File: src/gpfw_pkg.sv
// Purpose: Shared constants for the graphics port target and fast-write slice.
// Assumes: APB register access, 32-bit data, one word per register.
// Notes: Offsets, field positions and command codes live here; the checker spells the codes out as literals.
package gpfw_pkg;
   localparam logic [7:0] OFF_CMD    = 8'h00;
   localparam logic [7:0] OFF_STATUS = 8'h04;
   localparam logic [7:0] OFF_COUNT  = 8'h08;
   localparam logic [7:0] OFF_STATE  = 8'h0c;
   localparam int RATE_1X_BIT = 0;
   localparam int RATE_2X_BIT = 1;
   localparam int RATE_4X_BIT = 2;
   localparam int FWE_BIT     = 4;
   localparam int LOCK_BIT    = 8;
   localparam logic [31:0] CMD_RESET    = 32'h0000_0000;
   localparam logic [31:0] STATUS_VALUE = 32'h0000_0017;
   localparam logic [3:0] C_READ     = 4'h0;
   localparam logic [3:0] C_READ_HI  = 4'h1;
   localparam logic [3:0] C_WRITE    = 4'h4;
   localparam logic [3:0] C_WRITE_HI = 4'h5;
   localparam logic [3:0] C_LREAD    = 4'h8;
   localparam logic [3:0] C_LREAD_HI = 4'h9;
   localparam logic [3:0] C_FLUSH    = 4'ha;
   localparam logic [3:0] C_FENCE    = 4'hc;
   localparam int BLOCK_CLOCKS = 4;
   localparam int BYTES_4X     = 16;
   localparam logic [2:0] RATE_1X = 3'h1;
   localparam logic [2:0] RATE_2X = 3'h2;
   localparam logic [2:0] RATE_4X = 3'h4;
   localparam logic [31:0] FILL_DATA = 32'hdead_beef;
   typedef enum logic [3:0] {
      GPFW_IDLE  = 4'b0001,
      GPFW_SYNC  = 4'b0010,
      GPFW_BLOCK = 4'b0100,
      GPFW_GAP   = 4'b1000
   } gpfw_state_t;
endpackage : gpfw_pkg

File: src/gpfw_top.sv
// Purpose: Command decode and fast-write path of the graphics port slice.
// Assumes: pclk 40 MHz; port clock is a plain pin sampled by pclk.
// Notes: Registers sit on APB; the rate is latched once and then frozen.
//
// Summary of operation
// - Reads 0000/1000 go low priority, 0001/1001 high priority.
// - Enhanced reads aimed at the I/O hub complete locally with fill data.
// - Writes 0100/0101 keep priority; hub-aimed ones go with byte enables off.
// - Flush 1010 completes locally returning one quadword of fill data.
// - Fence 1100 gives no data and queues an ordering marker.
// - Pipelined or sideband accesses to memory never snoop.
// - Frame-protocol memory accesses from the master always snoop.
// - Frame accesses to the I/O hub are refused; hub writes pass.
// - Device never initiates enhanced-protocol cycles, only targets them.
// - Pipelined and frame requests may interleave freely.
// - Status register bit 2 advertises 4x capability.
// - Rate latched at initialisation and then never changes.
// - 4x moves 16 bytes per port clock edge, same control protocol.
// - Throttle block is four port clocks, 64 bytes at 4x.
// - 4x adds two data and one sideband complementary strobes.
// - No back-to-back cycles at 1x; allowed in 2x and 4x fast writes.
// - Fast writes only with fast_write_enable set; else 1x protocol.
// - Host and hub memory writes use fast writes when enabled.
// - Fast writes strobe at 4x with rate bit 2, 2x with bit 1.
// - Rate bit 0 disables fast writes, standard protocol used.
`timescale 1ns/1ps
`default_nettype none
module gpfw_top (
   input  wire logic        pclk,
   input  wire logic        presetn,
   input  wire logic        psel,
   input  wire logic        penable,
   input  wire logic        pwrite,
   input  wire logic [7:0]  paddr,
   input  wire logic [31:0] pwdata,
   output logic      [31:0] prdata,
   output logic             pready,
   output logic             pslverr,
   input  wire logic        req_valid,
   input  wire logic [3:0]  req_cmd,
   input  wire logic        req_to_hub,
   input  wire logic        req_frame,
   output logic             mem_valid,
   output logic             mem_write,
   output logic             mem_hi_prio,
   output logic             mem_be_on,
   output logic             mem_snoop,
   output logic             mem_fence,
   output logic             local_valid,
   output logic      [63:0] local_data,
   output logic             frame_abort,
   input  wire logic        fw_req,
   input  wire logic        port_clk,
   output logic             fw_busy,
   output logic             fw_done,
   output logic      [1:0]  fw_mode,
   output logic             fw_b2b,
   output logic             ad_stb,
   output logic      [1:0]  ad_stb_n,
   output logic             sba_stb_n,
   output logic      [7:0]  fw_bytes
);
   logic [31:0] cmd_reg;
   logic        locked_reg;
   logic [15:0] count_reg;
   logic [2:0]  pc_sync_reg;
   logic        pc_edge;
   logic        rd;
   logic [2:0]  rate;
   logic        fw_on;
   logic [1:0]  blk_reg;
   logic        pend_reg;
   gpfw_pkg::gpfw_state_t state_reg;

   // Register bus.
   // The slave answers every access one cycle after its setup cycle.
   // Read data is captured during the setup cycle and stands in the access.
   // An unmapped address raises the error flag together with ready.
   // Writes land only at the edge where ready is seen high.
   // Writes to the command word are dropped once the lock bit is set.
   // The lock bit can only be cleared again by a reset.
   // Only the rate bits, the fast-write enable and the lock bit are kept.
   // All other command bits read back as zero.
   // The status word is a constant and advertises every rate.
   // The block counter wraps silently after its last value.
   // The state word shows the busy flag and the one-hot state.

   // Target requests.
   // Every request is decoded in the cycle it is presented.
   // Exactly one answer pulse follows one cycle later for every frame request and for every pipelined code except the reserved ones.
   // Memory attributes hold their last value between requests.
   // They are only meaningful while the memory strobe is high.
   // Frame-protocol requests are kept apart from pipelined ones.
   // Frame requests to memory always ask for a cache snoop.
   // Pipelined and sideband requests never ask for a snoop.
   // Frame requests to the I/O hub are refused with an abort pulse.
   // Enhanced reads aimed at the hub never leave this block.
   // They complete at once with the fill pattern.
   // Enhanced writes aimed at the hub still reach memory.
   // Their byte enables are switched off so memory is left intact.
   // A flush returns one quadword of the fill pattern.
   // A fence only raises the ordering marker for the request queue.
   // Reserved codes in pipelined requests leave every answer output low.
   // Requests may arrive on consecutive cycles in any mix.
   // The block never starts an enhanced-protocol cycle by itself.

   // Port clock.
   // The port clock comes from outside and is not related to pclk.
   // It passes two flip-flops before any logic reads it.
   // A third stage is kept only to find its edges.
   // The port clock must stay well below half the pclk rate.
   // Each port clock level must last at least two pclk periods.
   // Otherwise edges are lost and a block takes longer to finish.

   // Fast writes.
   // A request toward the graphics master may come at any cycle.
   // One further request is remembered while a block is in flight.
   // A block starts on the next rising port clock edge.
   // It lasts four rising port clock edges, the throttle unit.
   // The done pulse marks the end of every block.
   // With fast writes on, a waiting request follows with no gap.
   // That chained block is flagged as back to back.
   // With fast writes off, one port clock edge separates blocks.
   // The busy flag stays high for the whole of a chained run.
   // The master model only runs the port clock while busy is high.
   // A gap state therefore ends on the falling edge after busy drops.

   // Rate selection.
   // The rate and the enable come from the command word.
   // They are meant to be set once and then locked.
   // Fast writes need the enable and a 2x or 4x rate bit.
   // The 1x rate bit alone turns fast writes off.
   // Settings with several rate bits are treated as fast writes off.
   // The mode output reads 0 for 1x, 1 for 2x and 2 for 4x.

   // Strobes.
   // The data strobe follows the synchronised port clock in a 2x or 4x block and stays low at 1x.
   // At 4x the complementary strobes run opposite to it.
   // The complementary strobes rest high outside 4x blocks.
   // The byte count shows what moves on each port clock edge.
   // It is 16 at 4x, 8 at 2x and 4 for the 1x protocol.
   // It reads zero while no block is in flight.
   // Strobe outputs lag the port clock by the synchroniser delay.

   // Reset.
   // Reset is asynchronous and active low.
   // Every output leaves reset low except the idle-high strobes.
   // The command word returns to zero and the lock is released.
   // A pending fast-write request is lost on reset.
   // The first bus access may start at the first edge after reset.

   // Limits.
   // There is no buffering of request data in this slice.
   // The fill pattern is fixed and carries no meaning.
   // The block counter is only a debugging aid.
   // Software must set exactly one rate bit before locking.
   // Nothing here checks that the master keeps the throttle unit.
   // The ordering marker is a single pulse and is not stored.
   // Downstream logic must queue it with the memory requests.
   // Back-to-back output is a level valid during the chained block.
   // It falls when the run ends or the block returns to idle.
   // The sideband strobe shares the timing of the data strobes.
   // No interrupt is raised by any event in this slice.
   // Error flags other than the bus error are not provided.
   // All outputs come straight from flip-flops.

   assign rd      = psel && penable && !pwrite;
   assign rate    = cmd_reg[gpfw_pkg::RATE_4X_BIT:gpfw_pkg::RATE_1X_BIT];
   // Fast writes need the enable and a 2x or 4x rate.
   assign fw_on   = cmd_reg[gpfw_pkg::FWE_BIT] &&
                    (rate == gpfw_pkg::RATE_2X ||
                     rate == gpfw_pkg::RATE_4X);
   assign pc_edge = pc_sync_reg[2] ^ pc_sync_reg[1];

   // APB slave answers in the access cycle, no wait states.
   always_ff @(posedge pclk or negedge presetn) begin
      if (!presetn) begin
         pready  <= 1'b0;
         pslverr <= 1'b0;
         prdata  <= 32'h0000_0000;
      end else begin
         pready  <= psel && !penable;
         pslverr <= psel && !penable &&
                    !(paddr == gpfw_pkg::OFF_CMD ||
                      paddr == gpfw_pkg::OFF_STATUS ||
                      paddr == gpfw_pkg::OFF_COUNT ||
                      paddr == gpfw_pkg::OFF_STATE);
         if (psel && !penable && !pwrite) begin
            case (paddr)
               gpfw_pkg::OFF_CMD:    prdata <= cmd_reg;
               gpfw_pkg::OFF_STATUS: prdata <= gpfw_pkg::STATUS_VALUE;
               gpfw_pkg::OFF_COUNT:  prdata <= {16'h0000, count_reg};
               gpfw_pkg::OFF_STATE:  prdata <= {27'h0, fw_busy, state_reg};
               default:              prdata <= 32'h0000_0000;
            endcase
         end
      end
   end

   // Command register; the lock bit freezes the rate and enable.
   always_ff @(posedge pclk or negedge presetn) begin
      if (!presetn) begin
         cmd_reg    <= gpfw_pkg::CMD_RESET;
         locked_reg <= 1'b0;
      end else if (psel && penable && pready && pwrite &&
                   paddr == gpfw_pkg::OFF_CMD && !locked_reg) begin
         cmd_reg    <= pwdata & 32'h0000_0117;
         locked_reg <= pwdata[gpfw_pkg::LOCK_BIT];
      end
   end

   // Decode of target requests; the device only answers, never initiates.
   always_ff @(posedge pclk or negedge presetn) begin
      if (!presetn) begin
         mem_valid   <= 1'b0;
         mem_write   <= 1'b0;
         mem_hi_prio <= 1'b0;
         mem_be_on   <= 1'b0;
         mem_snoop   <= 1'b0;
         mem_fence   <= 1'b0;
         local_valid <= 1'b0;
         local_data  <= 64'h0;
         frame_abort <= 1'b0;
      end else begin
         mem_valid   <= 1'b0;
         mem_fence   <= 1'b0;
         local_valid <= 1'b0;
         frame_abort <= 1'b0;
         if (req_valid && req_frame) begin
            if (req_to_hub) begin
               frame_abort <= 1'b1;
            end else begin
               mem_valid   <= 1'b1;
               mem_write   <= req_cmd[0];
               mem_hi_prio <= 1'b0;
               mem_be_on   <= 1'b1;
               mem_snoop   <= 1'b1;
            end
         end else if (req_valid) begin
            case (req_cmd)
               gpfw_pkg::C_READ, gpfw_pkg::C_READ_HI,
               gpfw_pkg::C_LREAD, gpfw_pkg::C_LREAD_HI: begin
                  if (req_to_hub) begin
                     local_valid <= 1'b1;
                     local_data  <= {2{gpfw_pkg::FILL_DATA}};
                  end else begin
                     mem_valid   <= 1'b1;
                     mem_write   <= 1'b0;
                     mem_hi_prio <= req_cmd[0];
                     mem_be_on   <= 1'b1;
                     mem_snoop   <= 1'b0;
                  end
               end
               gpfw_pkg::C_WRITE, gpfw_pkg::C_WRITE_HI: begin
                  mem_valid   <= 1'b1;
                  mem_write   <= 1'b1;
                  mem_hi_prio <= req_cmd[0];
                  mem_be_on   <= !req_to_hub;
                  mem_snoop   <= 1'b0;
               end
               gpfw_pkg::C_FLUSH: begin
                  local_valid <= 1'b1;
                  local_data  <= {2{gpfw_pkg::FILL_DATA}};
               end
               gpfw_pkg::C_FENCE: begin
                  mem_fence <= 1'b1;
               end
               default: begin
               end
            endcase
         end
      end
   end

   // Port clock passes two flip-flops; the third stage finds edges.
   always_ff @(posedge pclk or negedge presetn) begin
      if (!presetn) begin
         pc_sync_reg <= 3'h0;
      end else begin
         pc_sync_reg <= {pc_sync_reg[1:0], port_clk};
      end
   end

   // Host and hub writes toward the master, in blocks of four port clocks.
   always_ff @(posedge pclk or negedge presetn) begin
      if (!presetn) begin
         state_reg <= gpfw_pkg::GPFW_IDLE;
         blk_reg   <= 2'h0;
         pend_reg  <= 1'b0;
         fw_busy   <= 1'b0;
         fw_done   <= 1'b0;
         fw_b2b    <= 1'b0;
         count_reg <= 16'h0;
      end else begin
         fw_done <= 1'b0;
         if (fw_req) begin
            pend_reg <= 1'b1;
         end
         case (state_reg)
            gpfw_pkg::GPFW_IDLE: begin
               fw_b2b <= 1'b0;
               if (fw_req || pend_reg) begin
                  pend_reg  <= 1'b0;
                  fw_busy   <= 1'b1;
                  state_reg <= gpfw_pkg::GPFW_SYNC;
               end
            end
            gpfw_pkg::GPFW_SYNC: begin
               if (pc_edge && pc_sync_reg[1]) begin
                  blk_reg   <= 2'h0;
                  state_reg <= gpfw_pkg::GPFW_BLOCK;
               end
            end
            gpfw_pkg::GPFW_BLOCK: begin
               if (pc_edge && pc_sync_reg[1]) begin
                  blk_reg <= blk_reg + 2'h1;
                  if (blk_reg == 2'(gpfw_pkg::BLOCK_CLOCKS - 1)) begin
                     count_reg <= count_reg + 16'h1;
                     fw_done   <= 1'b1;
                     if (fw_on && (pend_reg || fw_req)) begin
                        pend_reg  <= 1'b0;
                        fw_b2b    <= 1'b1;
                        blk_reg   <= 2'h0;
                     end else begin
                        fw_b2b    <= 1'b0;
                        fw_busy   <= 1'b0;
                        state_reg <= fw_on ? gpfw_pkg::GPFW_IDLE
                                           : gpfw_pkg::GPFW_GAP;
                     end
                  end
               end
            end
            gpfw_pkg::GPFW_GAP: begin
               if (pc_edge) begin
                  state_reg <= gpfw_pkg::GPFW_IDLE;
               end
            end
            default: state_reg <= gpfw_pkg::GPFW_IDLE;
         endcase
      end
   end

   // Strobes and byte counts follow the frozen rate.
   always_ff @(posedge pclk or negedge presetn) begin
      if (!presetn) begin
         fw_mode   <= 2'h0;
         ad_stb    <= 1'b0;
         ad_stb_n  <= 2'h3;
         sba_stb_n <= 1'b1;
         fw_bytes  <= 8'h0;
      end else begin
         fw_mode <= !fw_on ? 2'h0 :
                    rate[gpfw_pkg::RATE_4X_BIT] ? 2'h2 : 2'h1;
         if (state_reg == gpfw_pkg::GPFW_BLOCK) begin
            ad_stb <= fw_on ? pc_sync_reg[1] : 1'b0;
            if (fw_on && rate[gpfw_pkg::RATE_4X_BIT]) begin
               ad_stb_n  <= {2{!pc_sync_reg[1]}};
               sba_stb_n <= !pc_sync_reg[1];
               fw_bytes  <= 8'(gpfw_pkg::BYTES_4X);
            end else begin
               ad_stb_n  <= 2'h3;
               sba_stb_n <= 1'b1;
               fw_bytes  <= fw_on ? 8'h08 : 8'h04;
            end
         end else begin
            ad_stb    <= 1'b0;
            ad_stb_n  <= 2'h3;
            sba_stb_n <= 1'b1;
            fw_bytes  <= 8'h0;
         end
      end
   end

   // A setting with more than one rate bit is the software's fault.
   logic unused_ok;
   assign unused_ok = rd | (|pwdata[31:9]) | (|cmd_reg[31:9]);
endmodule : gpfw_top
`default_nettype wire

File: config.mk
export PLATFORM = sky130hd
export DESIGN_NAME = gpfw_top
export DESIGN_NICKNAME = d
export VERILOG_FILES = /design/src/gpfw_pkg.sv /design/src/gpfw_top.sv
export SDC_FILE = /design/constraint.sdc
export NUM_CORES = 1
export LEC_CHECK = 0
export BUFFER_PORTS_ARGS = -buffer_cell sky130_fd_sc_hd__buf_2
export CAP_MARGIN = 0
export CORE_MARGIN = 2
export CORE_UTILIZATION = 50
export CTS_CLUSTER_DIAMETER = 50
export DETAILED_ROUTE_END_ITERATION = 8
export GPL_TIMING_DRIVEN = 0
export PLACE_DENSITY = 0.91
export REMOVE_ABC_BUFFERS = 1
export SYNTH_ARGS = -nofsm -noshare
export SYNTH_HDL_FRONTEND = slang
export SYNTH_SLANG_ARGS = --single-unit
File: constraint.sdc
create_clock -name pclk -period 2.9 [get_ports pclk]
set_input_delay 0.435 -clock pclk [delete_from_list [all_inputs] [get_ports pclk]]
set_output_delay 0.435 -clock pclk [all_outputs]
set_load 0.01 [all_outputs]
==> qor.txt <==
Status = completed
Mux share of post-synthesis cell area = 0.0397
HP Start = port_clk
Worst Setup Start Kind = register
Post_cts resized = 0
Most frequent cells in the layout = 111 x buf_2, 66 x dfrtp_1, 37 x conb_1
Vias in the first global route = 2,284
Final Cycle Share = 0.764
Root Buffer = clkbuf_8
Initial antenna violation count = 0
Most frequently used flop master after synthesis = dfrtp_1
Sequential area share after synthesis = 0.479
Post-Synth Simple-Gate Area = 0.137
Post-CTS setup buffers = 0
Hold Buf Count CTS = 0
Data required time at the worst endpoint = 3.16 ns
Crit path arrival time = 2.47 ns
Die height = 88.4 um
Multi-input gate area = 0.00128 mm^2
DP Worst Slack = 0.543 ns
Largest family of logic cells by synthesized area = buffers and inverters
Slew Viols, Final = 0
H-tree levels = 3
Starting Density = 0.521
Vias = 2,476
Worst setup path startpoint = state_reg[1]
TritonCTS clock tree = done
PwrDens = 598 mW/mm^2
Power Total = 2.34 mW
Detailed Routing Iterations Pass 1 = 4
Setup ws final = 0.683 ns
Max-cap violations = 0
Layout cells sized above 1 = 0.368
Vias/cell = 4.99
Syn-to-layout area delta = 9.84%
Mean Syn Cell Area = 10.8 um^2
Synth Area in Compound Gates = 0.0931
Actual slew at the worst max-slew pin = 0.942 ns
Final Non-Filler Cells = 496
Max Fclk = 451 MHz
Die ar. = 0.00781 mm^2
Adder-cell share of the synthesized area = 0.0105
Post-synth EDFFs = 0
Clock buffer count from CTS = 9
Reg clk slew, reported paths = 0.07 ns
Crit. End Element = register
DP Wirelength = 5000 um
Syn Inst Count = 330
Final hold violations = 0
Clock sinks = 68
Final ANT Viol Nets = 0
Diode count = 0
Leak = 2.04 nW
Peak VDD IR = 204 uV
Placed cells = 480
Io pins = 177
XOR/XNOR share of the synthesized area = 0.0394
Post-synthesis cell type count = 51
Grt ovf = 0
Crit Path Max Fanout = 10
RSZ-0062 raised after global routing = false
Largest net degree at the start of global routing = 69
Iter 0 DRT Violations = 120
Worst slew margin = 0.372
Final min period = 2.22 ns
Final setup violation count = 0
Clock Path Buffers = 2
Number of port buffers = 112
Wire length of the first global-routing pass = 10,700 um
Placer Congestion = 0.815
Core area = 0.00683 mm^2
Worst-skew pair later-pin latency = 0.35 ns
Placed instance area = 0.00370 mm^2
Reg2reg start = state_reg[1]
Async S/R FF share, synth = 1.00
Hold WC Path Type = input port to register
Total Routing Usage GR = 0.179
Final #Nets = 452
DRC = 0
Final wirelength = 7000 um
Register bit count reported by yosys = 68
Avg WL per Cell = 14.1 um
Critical setup path kind = register to register
DIE WIDTH = 88.4 um
Filler cell count = 590
YS warnings = 0
Clk_skew = 0.00733 ns
Commonest non-fill, non-tap cell in the layout = buf_2
Layout Utilization = 0.573
Synthesized area = 0.00356 mm^2
Site Rows = 30
Finished Cell Area = 0.00391 mm^2
Sequential Area = 0.00170 mm^2
==> cell usage after synthesis, types with 4 or more instances <==
cell	instances	area share
buf_4	86	0.18
dfrtp_1	66	0.46
nand2_1	26	0.027
a22o_1	10	0.025
xnor2_1	10	0.025
mux2_2	9	0.028
inv_1	8	0.0084
nor2_1	8	0.0084
o21ai_0	8	0.011
clkbuf_1	7	0.0074
xor2_1	6	0.015
nand3_1	5	0.0070
o22ai_1	5	0.0088
o31ai_1	5	0.011
and3_1	4	0.0070
mux2i_1	4	0.011
nand4_1	4	0.0070
nor2b_1	4	0.0070
nor3_1	4	0.0056
==> per-stage QoR <==
step / TNS [ns] / hold slack, ns
6_report: 0 / 0.192
5_1_grt: 0 / 0.168
2_1_floorplan: -33.86 / 0.139
3_3_place_gp: 0 / 0.334
4_1_cts: 0 / 0.174
3_5_place_dp: 0 / 0.342
==> where the power goes <==
group | leakage, nW | switching (mW) | internal, mW
clock network | 0.109 | 0.365 | 0.481
registers | 0.908 | 0.0722 | 1.01
logic | 1.03 | 0.245 | 0.168
total | 2.04 | 0.682 | 1.66
==> worst paths after layout <==
check | to | cells after the start | slack (ns)
min in group asynchronous | fw_mode[0] | 1 | 0.20
hold reg to reg | pc_sync_reg[1] | 0 | 0.36
setup / recovery | count_reg[12] | 4 | 0.68
hold / removal | pc_sync_reg[0] | 1 | 0.19
setup reg to reg | count_reg[12] | 4 | 0.68
max in group asynchronous | mem_snoop | 1 | 2.15
==> routing by layer <==
layer,vias up,track usage,part of all wire
met5,-,0,0
met4,0,0.0813,0.013
met3,9,0.0578,0.087
met2,127,0.300,0.50
met1,1188,0.209,0.40
li1,1152,-,-
==> cell type report <==
type,instances,area share
flip-flops and latches,68,0.436
clock buffers,9,0.0317
clock inverters,7,0.0234
repair buffers,112,0.144
well taps,96,0.0307
inverters,8,0.00768
multi-input cells,196,0.327
==> critical path: stages (launching register included) <==
cell and delay (ns):
dfrtp_1 0.48, or4b_1 0.82, nor4_4 0.47, nand3_1 0.15
xnor2_1 0.19
==> logic make-up after synthesis <==
family | Yosys count
buffers and inverters | 102
AND/OR/NAND/NOR | 82
flip-flops | 68
AO/OA/AOI/OAI | 45
XOR/XNOR | 16
multiplexers | 13
adder cells (fa/ha/maj) | 3
other | 1
Power figures use the tool's default switching activity.
